$ cat src/rtl/wsm_pkg.sv
// Package for the wake supervisor mask block: register map, field layout, timing.
// Assumes a 250 MHz pclk and an APB register slave.
package wsm_pkg;

  // ----------------------------------------------------------------------
  // Timing
  // ----------------------------------------------------------------------
  localparam int unsigned CLK_MHZ          = 250;
  localparam int unsigned LONG_HOLD_US     = 150;
  localparam int unsigned SHORT_HOLD_US    = 2;
  localparam int unsigned OVERSHOOT_US     = 6;
  localparam int unsigned LONG_HOLD_CYC    = LONG_HOLD_US * CLK_MHZ;
  localparam int unsigned SHORT_HOLD_CYC   = SHORT_HOLD_US * CLK_MHZ;
  localparam int unsigned OVERSHOOT_CYC    = OVERSHOOT_US * CLK_MHZ;
  localparam int unsigned CNT_W            = 16;

  // ----------------------------------------------------------------------
  // Register offsets
  // ----------------------------------------------------------------------
  localparam logic [7:0] ADDR_SUPV_CTRL  = 8'h00;
  localparam logic [7:0] ADDR_CLK_DIV    = 8'h04;
  localparam logic [7:0] ADDR_STATUS     = 8'h08;
  localparam logic [7:0] ADDR_IRQ_STAT   = 8'h0c;
  localparam logic [7:0] ADDR_IRQ_EN     = 8'h10;
  localparam logic [7:0] ADDR_IRQ_CLR    = 8'h14;
  localparam logic [7:0] ADDR_SLEEP      = 8'h18;

  // ----------------------------------------------------------------------
  // Fields
  // ----------------------------------------------------------------------
  localparam int unsigned SUPV_EN_BIT    = 0;
  localparam int unsigned MON_EN_BIT     = 1;
  localparam int unsigned SUPV_FAST_BIT  = 2;
  localparam int unsigned MON_FAST_BIT   = 3;
  localparam logic [3:0]  SUPV_CTRL_RST  = 4'h3;
  localparam logic [2:0]  DIV_RST        = 3'h0;
  localparam logic [2:0]  DIV_BY_TWO     = 3'h1;
  localparam int unsigned IRQ_W          = 4;
  localparam int unsigned EV_SUPV        = 0;
  localparam int unsigned EV_MON         = 1;
  localparam int unsigned EV_WAKE_DONE   = 2;
  localparam int unsigned EV_OVERSHOOT   = 3;

  typedef struct packed {
    logic       mon_fast;
    logic       supv_fast;
    logic       mon_en;
    logic       supv_en;
  } wsm_supv_t;

  typedef struct packed {
    logic       supv_trip;
    logic       mon_trip;
  } wsm_cmp_t;

  typedef enum logic [2:0] {
    ST_RUN   = 3'b001,
    ST_SLEEP = 3'b010,
    ST_HOLD  = 3'b100
  } wsm_state_t;

endpackage

$ cat src/rtl/wsm_hold_timer.sv
// Hold-off down counter for the wake supervisor mask block.
// Assumes load and the chosen duration come from the main file, same clock.
`timescale 1ns/1ps
`default_nettype none
module wsm_hold_timer
(
  // Clock and reset
  input  wire logic                   pclk,
  input  wire logic                   presetn,
  // Control
  input  wire logic                   load,
  input  wire logic                   use_long,
  // Status
  output logic                        busy,
  output logic                        over_win
);
  import wsm_pkg::*;

  logic [CNT_W-1:0] count;
  logic [CNT_W-1:0] age;

  // ----------------------------------------------------------------------
  // Counter
  // ----------------------------------------------------------------------
  always_ff @(posedge pclk or negedge presetn)
  begin
    if (!presetn)
      count <= '0;
    else if (load)
      count <= use_long ? CNT_W'(LONG_HOLD_CYC) : CNT_W'(SHORT_HOLD_CYC);
    else if (count != '0)
      count <= count - 1'b1;
  end

  // Age since wake, bounds the oscillator overshoot window.
  always_ff @(posedge pclk or negedge presetn)
  begin
    if (!presetn)
      age <= CNT_W'(OVERSHOOT_CYC);
    else if (load)
      age <= '0;
    else if (age != CNT_W'(OVERSHOOT_CYC))
      age <= age + 1'b1;
  end

  assign busy     = (count != '0);
  assign over_win = (age != CNT_W'(OVERSHOOT_CYC));
endmodule
`default_nettype wire

$ cat src/rtl/wsm_top.sv
// Wake supervisor mask: gates core execution after deep-sleep wake and
// governs supervisor/monitor flag operation after a power-up clear.
// Assumes an APB master on pclk and comparator inputs synchronous to pclk.
//
// Notes on behaviour
// - After power-up clear with supervisor previously disabled, flags stay inoperative.
// - A software write to supervisor control afterwards restores both flag functions.
// - Oscillator may overshoot up to 6 us after leaving deep sleep.
// - Normal-performance supervisor and monitor hold execution off 150 us on wake.
// - Both disabled or both fast shortens the hold-off to 2 us.
// - Short hold-off exposes main clock when oscillator exceeds per-level ceiling.
`timescale 1ns/1ps
`default_nettype none
module wsm_top
(
  // Clock and reset
  input  wire logic                   pclk,
  input  wire logic                   presetn,
  // Power-up clear, synchronous pulse
  input  wire logic                   power_up_clear,
  // APB slave
  input  wire logic                   psel,
  input  wire logic                   penable,
  input  wire logic                   pwrite,
  input  wire logic [7:0]             paddr,
  input  wire logic [31:0]            pwdata,
  output logic      [31:0]            prdata,
  output logic                        pready,
  output logic                        pslverr,
  // Wake and comparators
  input  wire logic                   wake,
  input  wire wsm_pkg::wsm_cmp_t      cmp,
  // Core and clock system
  output logic                        core_hold,
  output logic [2:0]                  main_clock_divider,
  output logic                        clock_exposed,
  output logic                        irq
);
  import wsm_pkg::*;

  wsm_supv_t      supv;
  logic           flags_dead;
  logic [2:0]     div;
  wsm_state_t     state;
  logic [IRQ_W-1:0] irq_stat;
  logic [IRQ_W-1:0] irq_en;
  logic           sleep_req;
  logic           hold_load;
  logic           use_long;
  logic           busy;
  logic           over_win;
  logic           busy_d;
  logic           over_d;
  logic           short_mode;
  logic           wr_acc;
  logic           rd_acc;
  logic [IRQ_W-1:0] ev;
  logic [IRQ_W-1:0] clr;
  logic [IRQ_W-1:0] next_irq_stat;
  logic [IRQ_W-1:0] next_irq_en;
  logic [31:0]    next_prdata;
  logic           addr_hit;
  logic           wr_supv;
  logic           wr_div;
  logic           wr_sleep;
  logic           wr_irq_en;
  logic           wr_irq_clr;

  // ----------------------------------------------------------------------
  // APB decode
  // ----------------------------------------------------------------------
  assign wr_acc = psel && penable && pwrite;
  assign rd_acc = psel && !penable && !pwrite;

  assign addr_hit = (paddr == ADDR_SUPV_CTRL) || (paddr == ADDR_CLK_DIV) ||
                    (paddr == ADDR_STATUS) || (paddr == ADDR_IRQ_STAT) ||
                    (paddr == ADDR_IRQ_EN) || (paddr == ADDR_IRQ_CLR) ||
                    (paddr == ADDR_SLEEP);

  always_ff @(posedge pclk or negedge presetn)
  begin
    if (!presetn)
      pready <= 1'b0;
    else
      pready <= psel && !penable;
  end

  always_ff @(posedge pclk or negedge presetn)
  begin
    if (!presetn)
      pslverr <= 1'b0;
    else if (psel && !penable)
      pslverr <= !addr_hit;
    else
      pslverr <= 1'b0;
  end

  // ----------------------------------------------------------------------
  // Register write strobes
  // ----------------------------------------------------------------------
  // Every write is qualified by the access edge with pready high, so no
  // register can change in the setup cycle or twice within one transfer.
  assign wr_supv    = wr_acc && pready && (paddr == ADDR_SUPV_CTRL);
  assign wr_div     = wr_acc && pready && (paddr == ADDR_CLK_DIV);
  assign wr_sleep   = wr_acc && pready && (paddr == ADDR_SLEEP);
  assign wr_irq_en  = wr_acc && pready && (paddr == ADDR_IRQ_EN);
  assign wr_irq_clr = wr_acc && pready && (paddr == ADDR_IRQ_CLR);

  // ----------------------------------------------------------------------
  // Read-back
  // ----------------------------------------------------------------------
  always_comb
  begin
    case (paddr)
      ADDR_SUPV_CTRL: next_prdata = {28'h0, supv};
      ADDR_CLK_DIV:   next_prdata = {29'h0, div};
      ADDR_STATUS:    next_prdata = {27'h0, short_mode, flags_dead, over_win,
                                     busy, state == ST_SLEEP};
      ADDR_IRQ_STAT:  next_prdata = {28'h0, irq_stat};
      ADDR_IRQ_EN:    next_prdata = {28'h0, irq_en};
      default:        next_prdata = 32'h0;
    endcase
  end

  // Read data is launched at the setup edge, so it stands through the access cycle.
  always_ff @(posedge pclk or negedge presetn)
  begin
    if (!presetn)
      prdata <= '0;
    else if (rd_acc)
      prdata <= next_prdata;
    else
      prdata <= '0;
  end

  // ----------------------------------------------------------------------
  // Supervisor control and power-up clear
  // ----------------------------------------------------------------------
  // Power-up clear re-enables both comparators but, mirroring the silicon,
  // leaves the flag path dead if the supervisor was off beforehand.
  always_ff @(posedge pclk or negedge presetn)
  begin
    if (!presetn)
      supv <= SUPV_CTRL_RST;
    else if (power_up_clear)
      supv <= SUPV_CTRL_RST;
    else if (wr_supv)
      supv <= pwdata[3:0];
  end

  always_ff @(posedge pclk or negedge presetn)
  begin
    if (!presetn)
      flags_dead <= 1'b0;
    else if (power_up_clear)
      flags_dead <= !supv.supv_en;
    else if (wr_supv)
      flags_dead <= 1'b0;
  end

  // Divider is software owned and cleared by power-up clear; the block forwards it to clock generation and gates clock_exposed on it.
  always_ff @(posedge pclk or negedge presetn)
  begin
    if (!presetn)
      div <= DIV_RST;
    else if (power_up_clear)
      div <= DIV_RST;
    else if (wr_div)
      div <= pwdata[2:0];
  end

  assign sleep_req = wr_sleep && pwdata[0];

  // ----------------------------------------------------------------------
  // Sleep and wake sequencing
  // ----------------------------------------------------------------------
  assign short_mode = (!supv.supv_en && !supv.mon_en) ||
                      (supv.supv_fast && supv.mon_fast);
  assign use_long   = !short_mode;

  always_ff @(posedge pclk or negedge presetn)
  begin
    if (!presetn)
      state <= ST_RUN;
    else if (power_up_clear)
      state <= ST_RUN;
    else
      case (state)
        ST_RUN:   if (sleep_req) state <= ST_SLEEP;
        ST_SLEEP: if (wake) state <= ST_HOLD;
        ST_HOLD:  if (!busy && !hold_load) state <= ST_RUN;
        default:  state <= ST_RUN;
      endcase
  end

  assign hold_load = (state == ST_SLEEP) && wake;

  wsm_hold_timer u_timer
  (
    .pclk     (pclk),
    .presetn  (presetn),
    .load     (hold_load),
    .use_long (use_long),
    .busy     (busy),
    .over_win (over_win)
  );

  // ----------------------------------------------------------------------
  // Core and clock outputs
  // ----------------------------------------------------------------------
  always_ff @(posedge pclk or negedge presetn)
  begin
    if (!presetn)
      core_hold <= 1'b0;
    else
      core_hold <= (state == ST_SLEEP) || hold_load || busy;
  end

  always_ff @(posedge pclk or negedge presetn)
  begin
    if (!presetn)
      main_clock_divider <= DIV_RST;
    else
      main_clock_divider <= div;
  end

  // Only an undivided clock can outrun its ceiling while the core runs.
  always_ff @(posedge pclk or negedge presetn)
  begin
    if (!presetn)
      clock_exposed <= 1'b0;
    else
      clock_exposed <= over_win && !busy && !hold_load && (state != ST_SLEEP) &&
                       (div == DIV_RST);
  end

  // ----------------------------------------------------------------------
  // Interrupts
  // ----------------------------------------------------------------------
  always_ff @(posedge pclk or negedge presetn)
  begin
    if (!presetn)
    begin
      busy_d <= 1'b0;
      over_d <= 1'b0;
    end
    else
    begin
      busy_d <= busy;
      over_d <= over_win;
    end
  end

  assign ev[EV_SUPV]      = cmp.supv_trip && supv.supv_en && !flags_dead;
  assign ev[EV_MON]       = cmp.mon_trip && supv.mon_en && !flags_dead;
  assign ev[EV_WAKE_DONE] = busy_d && !busy;
  assign ev[EV_OVERSHOOT] = over_d && !over_win && short_mode;
  assign clr           = wr_irq_clr ? pwdata[IRQ_W-1:0] : '0;
  assign next_irq_stat = (irq_stat & ~clr) | ev;
  assign next_irq_en   = wr_irq_en ? pwdata[IRQ_W-1:0] : irq_en;

  // Set wins over a clear in the same cycle, so a trip that coincides with a
  // clear of the same bit is never lost.
  generate
    for (genvar gi = 0; gi < IRQ_W; gi = gi + 1)
    begin : g_irq
      always_ff @(posedge pclk or negedge presetn)
      begin
        if (!presetn)
          irq_stat[gi] <= 1'b0;
        else
          irq_stat[gi] <= next_irq_stat[gi];
      end

      always_ff @(posedge pclk or negedge presetn)
      begin
        if (!presetn)
          irq_en[gi] <= 1'b0;
        else
          irq_en[gi] <= next_irq_en[gi];
      end
    end
  endgenerate

  // ----------------------------------------------------------------------
  // Interrupt line
  // ----------------------------------------------------------------------
  // The level follows an enable written in the same cycle, so a masked bit
  // never leaves the line high for one stray cycle.
  always_ff @(posedge pclk or negedge presetn)
  begin
    if (!presetn)
      irq <= 1'b0;
    else
      irq <= |(next_irq_stat & next_irq_en);
  end
endmodule
`default_nettype wire

$ cat config.mk
export PLATFORM = sky130hd
export DESIGN_NAME = wsm_top
export DESIGN_NICKNAME = d
export VERILOG_FILES = /design/src/rtl/wsm_pkg.sv /design/src/rtl/wsm_hold_timer.sv /design/src/rtl/wsm_top.sv
export SDC_FILE = /design/constraint.sdc
export NUM_CORES = 1
export LEC_CHECK = 0
export BUFFER_PORTS_ARGS = -buffer_cell sky130_fd_sc_hd__buf_2
export CORE_MARGIN = 4
export CORE_UTILIZATION = 57
export CTS_CLUSTER_SIZE = 30
export DETAILED_ROUTE_END_ITERATION = 8
export GPL_TIMING_DRIVEN = 1
export PLACE_DENSITY = 0.85
export SETUP_SLACK_MARGIN = 0.05
export SLEW_MARGIN = 20
export SYNTH_ARGS = -nofsm -noshare
export SYNTH_HDL_FRONTEND = slang
export SYNTH_HIERARCHICAL = 1
export SYNTH_SLANG_ARGS = --single-unit
export TNS_END_PERCENT = 5
$ cat constraint.sdc
create_clock -name pclk -period 4.3 [get_ports pclk]
set_input_delay 0.86 -clock pclk [delete_from_list [all_inputs] [get_ports pclk]]
set_output_delay 0.86 -clock pclk [all_outputs]
set_load 0.01 [all_outputs]
After elaboration in Yosys (flattened, before gate mapping)
Index checks and enable logic that the tools add are counted.

$add $sub $neg: 2. Equal/unequal tests: 14. Mux-type cells: 21. Bitwise operators: 4. Reduce and logical (&&, ||, !) cells: 53.

Operators with widths (number): two-way mux 16 bit (5); two-way mux 32 bit (1); logical AND 1 bit (26); case mux 5 bit (5 select lines) (1); == test 8 x 5 -> 1 bit (second input constant) (3); two-way mux 3 bit (6); adder 16 x 1 -> 16 bit (second input constant) (1); == test 8 x 4 -> 1 bit (second input constant) (2); two-way mux 4 bit (4); != test 16 x 11 -> 1 bit (second input constant) (1); nonzero test 16 bit (1); subtractor 16 x 1 -> 16 bit (second input constant) (1); logical NOT 1 bit (9); logical OR 1 bit (9); != test 3 bit (second input constant) (3); case mux 3 bit (3 select lines) (1); AND 4 bit (2); == test 8 x 3 -> 1 bit (second input constant) (1); logical NOT 8 bit (1); nonzero test 2 bit (4); inverter 4 bit (1); bitwise OR 4 bit (1); OR reduction 4 bit (1); == test 3 x 1 -> 1 bit (second input constant) (1); 6 further kinds (8).

Register bits after elaboration: 93. Bits of input ports: 49. Output and inout port bits: 40. Logic and storage cells: 120.

Depth between registers and ports, before layout
Depth in word-level cells: 10. Gate-level depth with buffers: 10. Mapped depth without buffers: 10.

By module
Netlist, hierarchy kept.

Modules (own cells, without submodules): wsm_hold_timer (times used 1, cells an instance 186, area each 1770.4 um2, seq. area each 809.5 um2); wsm_top (times used 1, cells an instance 168, area each 1760.4 um2, seq. area each 854.6 um2).

Least setup slack after synthesis
OpenSTA, ideal clock, no wires.

Path type: register to register. Start point: register u_timer.count[0]. End point: register prdata[1]. Library setup time: 129 ps. Arrival: 2287 ps. Required time: 4171 ps. Slack: 1884 ps. Stages on the path, launching flop included: 11. Path buffers: 0. Period minus slack after synthesis: 2416 ps. Cell sequence: dfrtp_1 -> inv_1 -> ha_1 -> or4b_1 -> nor4_4 -> and2_4 -> inv_2 -> a22oi_1 -> nor2_1 -> a221oi_1 -> a21oi_1.

Cells in the longest elaborated chain, start to end: 3.

Ends and longest elaborated chain: start, declared (line wsm_hold_timer.sv:19) `logic [CNT_W-1:0] count;`; start signal, assigned (line wsm_hold_timer.sv:30) `count <= use_long ? CNT_W'(LONG_HOLD_CYC) : CNT_W'(SHORT_HOLD_CYC);`; start signal, assigned (line wsm_hold_timer.sv:32) `count <= count - 1'b1;`; nonzero test 16 bit (line wsm_hold_timer.sv:46) `assign busy = (count != '0);`; named net busy (line wsm_top.sv:50) `logic busy;`; case mux 5 bit (5 select lines) (line wsm_top.sv:114) `case (paddr)`; two-way mux 32 bit (line wsm_top.sv:130) `else if (rd_acc)`; end signal, assigned (line wsm_top.sv:131) `prdata <= next_prdata;`; end, declared (line wsm_top.sv:27) `output logic [31:0] prdata,`.

The timed path passes the listed nets, and every way through them passes these cells. A chain may end at the register's enable or synchronous reset.

Worst setup path in the final report
Start point: register u_timer.count[0]. End point: register clock_exposed.

Cells in the longest elaborated chain, start to end: 6.

Ends and longest elaborated chain: nonzero test 16 bit (line wsm_hold_timer.sv:46); named net busy (line wsm_top.sv:50); logical NOT 1 bit (line wsm_top.sv:233) `clock_exposed <= over_win && !busy && !hold_load && (state != ST_SLEEP) &&`; logical AND 1 bit (4 in series) (line wsm_top.sv:233); end signal, assigned (line wsm_top.sv:233); end, declared (line wsm_top.sv:36) `output logic clock_exposed,`.

The timed path passes the listed nets, and every way through them passes these cells.

==> impl_metrics.py <==
metrics = {
    "sta": {
        "hold_ws_ps": 436,
        "final-setup-viol-count": 0,
        "finalCritPeriodShare": 0.658,
        "period_needed_ps": 2830,
        "clock_skew_ps": 9.12,
        "max-slew-margin-rel": 0.388,
        "rsz0062_at_grt": "no",
        "finalSetupTns_ps": 0,
        "hold_violations": 0,
        "max_slew.worst_pin.slew_ps": 917,
        "max_freq_ghz": 0.353,
        "fin_ws_ps": 1470,
        "slew_violations": 0,
    },
    "worst_setup_path": {
        "r2r-end": "clock_exposed",
        "crit_required_ps": 4550,
        "crit_fanout": 9,
        "arrival_ps": 3080,
        "critical_path_class": "reg -> reg",
        "ff2ff_setup_slack_ps": 1470,
        "setup.worst_path.end_class": "flop",
        "r2r_start": "u_timer/count[0]",
        "ff2ff_path_depth": 8,
        "start_kind": "flop",
    },
    "logic_synthesis": {
        "synthArstFlopShare": 1.00,
        "syn-cell-area_um2": 3530,
        "synth_largest_area_cell": "dfrtp_1",
        "ys_seq_elements": 66,
        "synth-edff-count": 0,
        "ys_types": 67,
        "ys.flop_type": "dfrtp_1",
        "yosys-top-cells-area": "dfrtp_1 40%, dfstp_2 7.4%, buf_4 6.0%",
        "syn_inst": 354,
        "ys_warn_count": 6,
        "ys_seq_area_frac": 0.471,
        "syn_area_per_cell_um2": 9.97,
        "synth.top_cell.area_share": 0.397,
    },
    "die": {
        "io_pins": 89,
        "core_area_um2": 5960,
        "start_util": 0.593,
        "rows": 28,
        "fp.dieH_um": 86.7,
        "die_area_um2": 7520,
        "fp.dieW_um": 86.7,
    },
    "power": {
        "leakage_nw": 1.75,
        "p_sw_frac": 0.240,
        "clock_power_share": 0.469,
        "p_switching_w": 0.000305,
        "seqPwrFrac": 0.490,
        "pwr-share-comb": 0.042,
        "ir_drop_mv": 0.342,
        "powerDensity_nw_per_um2": 327,
        "p_int_w": 0.000966,
        "finalPower_w": 0.00127,
    },
    "run": {
        "cap_violations": 0,
    },
    "cells_and_area": {
        "nFillCells": 453,
        "final_layout_size_suffix_gt1_frac": 0.202,
        "syn_to_final_growth_pct": 10.1,
        "fin_nets": 443,
        "antenna_cells": 0,
    },
    "detailed_routing": {
        "finalWirelength_um": 7530,
        "num_vias": 2786,
        "detail_route.wl_per_cell_um": 16.0,
        "via_per_inst": 5.92,
        "drt_iter0_markers": 173,
        "ant_nets": 0,
        "drtPass1Iterations": 4,
        "drc_errors": 0,
    },
    "clocking": {
        "clkSlewWorstSetupHoldPaths_ps": 80,
        "clockBufferDepth": 2,
        "clock_latency_ps": 360,
        "numCtsBuffers": 9,
        "postCtsHoldBufs": 0,
        "cts_root_buffer": "clkbuf_8",
        "cts_resized": 0,
        "cts.sinks": 66,
        "post_cts_buffers": 0,
        "h-tree-depth": 3,
        "cts_tree": "yes",
    },
    "min_path": {
        "min_to": "main_clock_divider[2]",
        "holdCritStartpoint": "div[2]",
        "whs_path_depth": 0,
        "hold_path_class": "reg -> reg",
    },
    "global_routing": {
        "overflow": 0,
        "grt_max_degree": 42,
        "antenna_found_initial": 0,
        "grt_pass1_vias": 2633,
        "grt_use_total": 0.212,
        "grt_first_pass_wirelength_um": 12400,
    },
    "placement": {
        "place_hpwl_um": 5410,
        "io_buffers": 33,
        "post-place-ws_ps": 1540,
        "gp_congestion": 0.877,
    },
    "status": {
        "outcome": "completed",
    },
}
registers in the layout, indices dropped and copies added, names as in the netlist, 3 cells and up:
name / count
div: 3
irq_en: 4
irq_stat: 4
main_clock_divider: 3
prdata: 5
state: 3
supv: 4
u_timer/age: 16
u_timer/count: 16
critical path: stages, from the launching register on:
cell and delay, ps:
dfrtp_1 410, inv_1 90, ha_1 230, or4b_1 550, nor4_4 510, and2_4 260, inv_2 90, or2_2 320
nor4_1 260
Yosys cell counts (4+ instances only):
master,n
or4_1,6
and2_1,4
and3_1,9
nand3_1,10
mux2i_1,5
and4_1,5
dfstp_2,10
mux2_2,6
a31oi_1,9
inv_1,10
nor3b_1,4
nor2b_1,5
a21oi_1,16
nor2_1,33
nor3_1,5
xor2_1,8
or3_1,4
dfrtp_1,56
clkbuf_1,5
nand2_1,27
nand4_1,10
o31ai_1,8
o21ai_0,8
buf_4,28
kinds of logic after synthesis:
family / Yosys count / share of synthesized area
other: 1 / 0.00106
AND/OR/NAND/NOR: 151 / 0.255
buffers and inverters: 46 / 0.0790
flip-flops: 66 / 0.471
AO/OA/AOI/OAI: 66 / 0.125
XOR/XNOR: 10 / 0.0248
adder cells (fa/ha/maj): 3 / 0.0106
multiplexers: 11 / 0.0333
metal layers:
| layer | part of all wire | global-route usage |
|---|---|---|
| met1 | 0.41 | 0.263 |
| met2 | 0.49 | 0.344 |
| met3 | 0.071 | 0.0599 |
| met4 | 0.027 | 0.0963 |
| met5 | 0 | 0 |
per-stage QoR:
step	cells	util	instance area, µm²
CTS	471	0.653	3890
global placement	455	0.615	3660
finish	471	0.653	3890
detailed placement	455	0.615	3660
global route	471	0.653	3890
floorplan	380	-	3630
final cells by class:
class,count,area (µm²),share of cell area
Clock inverter,7,100,0.0257
Multi-Input combinational cell,268,1690,0.433
Clock buffer,9,124,0.0319
Sequential cell,66,1660,0.428
Tap cell,75,93.8,0.0241
Inverter,11,41.3,0.0106
Timing Repair Buffer,35,180,0.0463
cells in the final DEF, fill, tap and decap left out, types with 3 or more instances in the layout:
cell       n
dfrtp_1   56
nor2_1    33
buf_2     33
nand2_1   27
conb_1    27
a21oi_1   16
nand4_1   10
inv_1     10
nand3_1   10
dfstp_2   10
and3_1     9
a31oi_1    9
clkbuf_8   9
xor2_1     8
o31ai_1    8
o21ai_0    8
mux2_2     6
or4_1      6
and4_1     5
nor2b_1    5
nor3_1     5
mux2i_1    5
and2_1     4
nor3b_1    4
or3_1      4
or2_1      3
a22oi_1    3
nor4_1     3
a211o_1    3
ha_1       3
how the worst max path moves through the flow:
stage | endpoint | cells after the start | start
after floorplan | prdata[1] | 10 | u_timer/count[0]
after global placement | prdata[1] | 10 | u_timer/count[0]
after detailed placement | clock_exposed | 8 | u_timer/count[0]
after CTS | clock_exposed | 8 | u_timer/count[0]
after global routing | prdata[1] | 10 | u_timer/count[0]
final | clock_exposed | 8 | u_timer/count[0]
power by group through the flow:
stage | sequential, W | clock, W | combinational, W
floorplan | 0.000635 | 0 | 0.0000388
global placement | 0.000634 | 0 | 0.0000517
detailed placement | 0.000634 | 0 | 0.0000527
CTS | 0.000622 | 0.000604 | 0.0000529
global route | 0.000622 | 0.000629 | 0.0000602
finish | 0.000622 | 0.000596 | 0.0000528
Power figures use the tool's default switching activity.
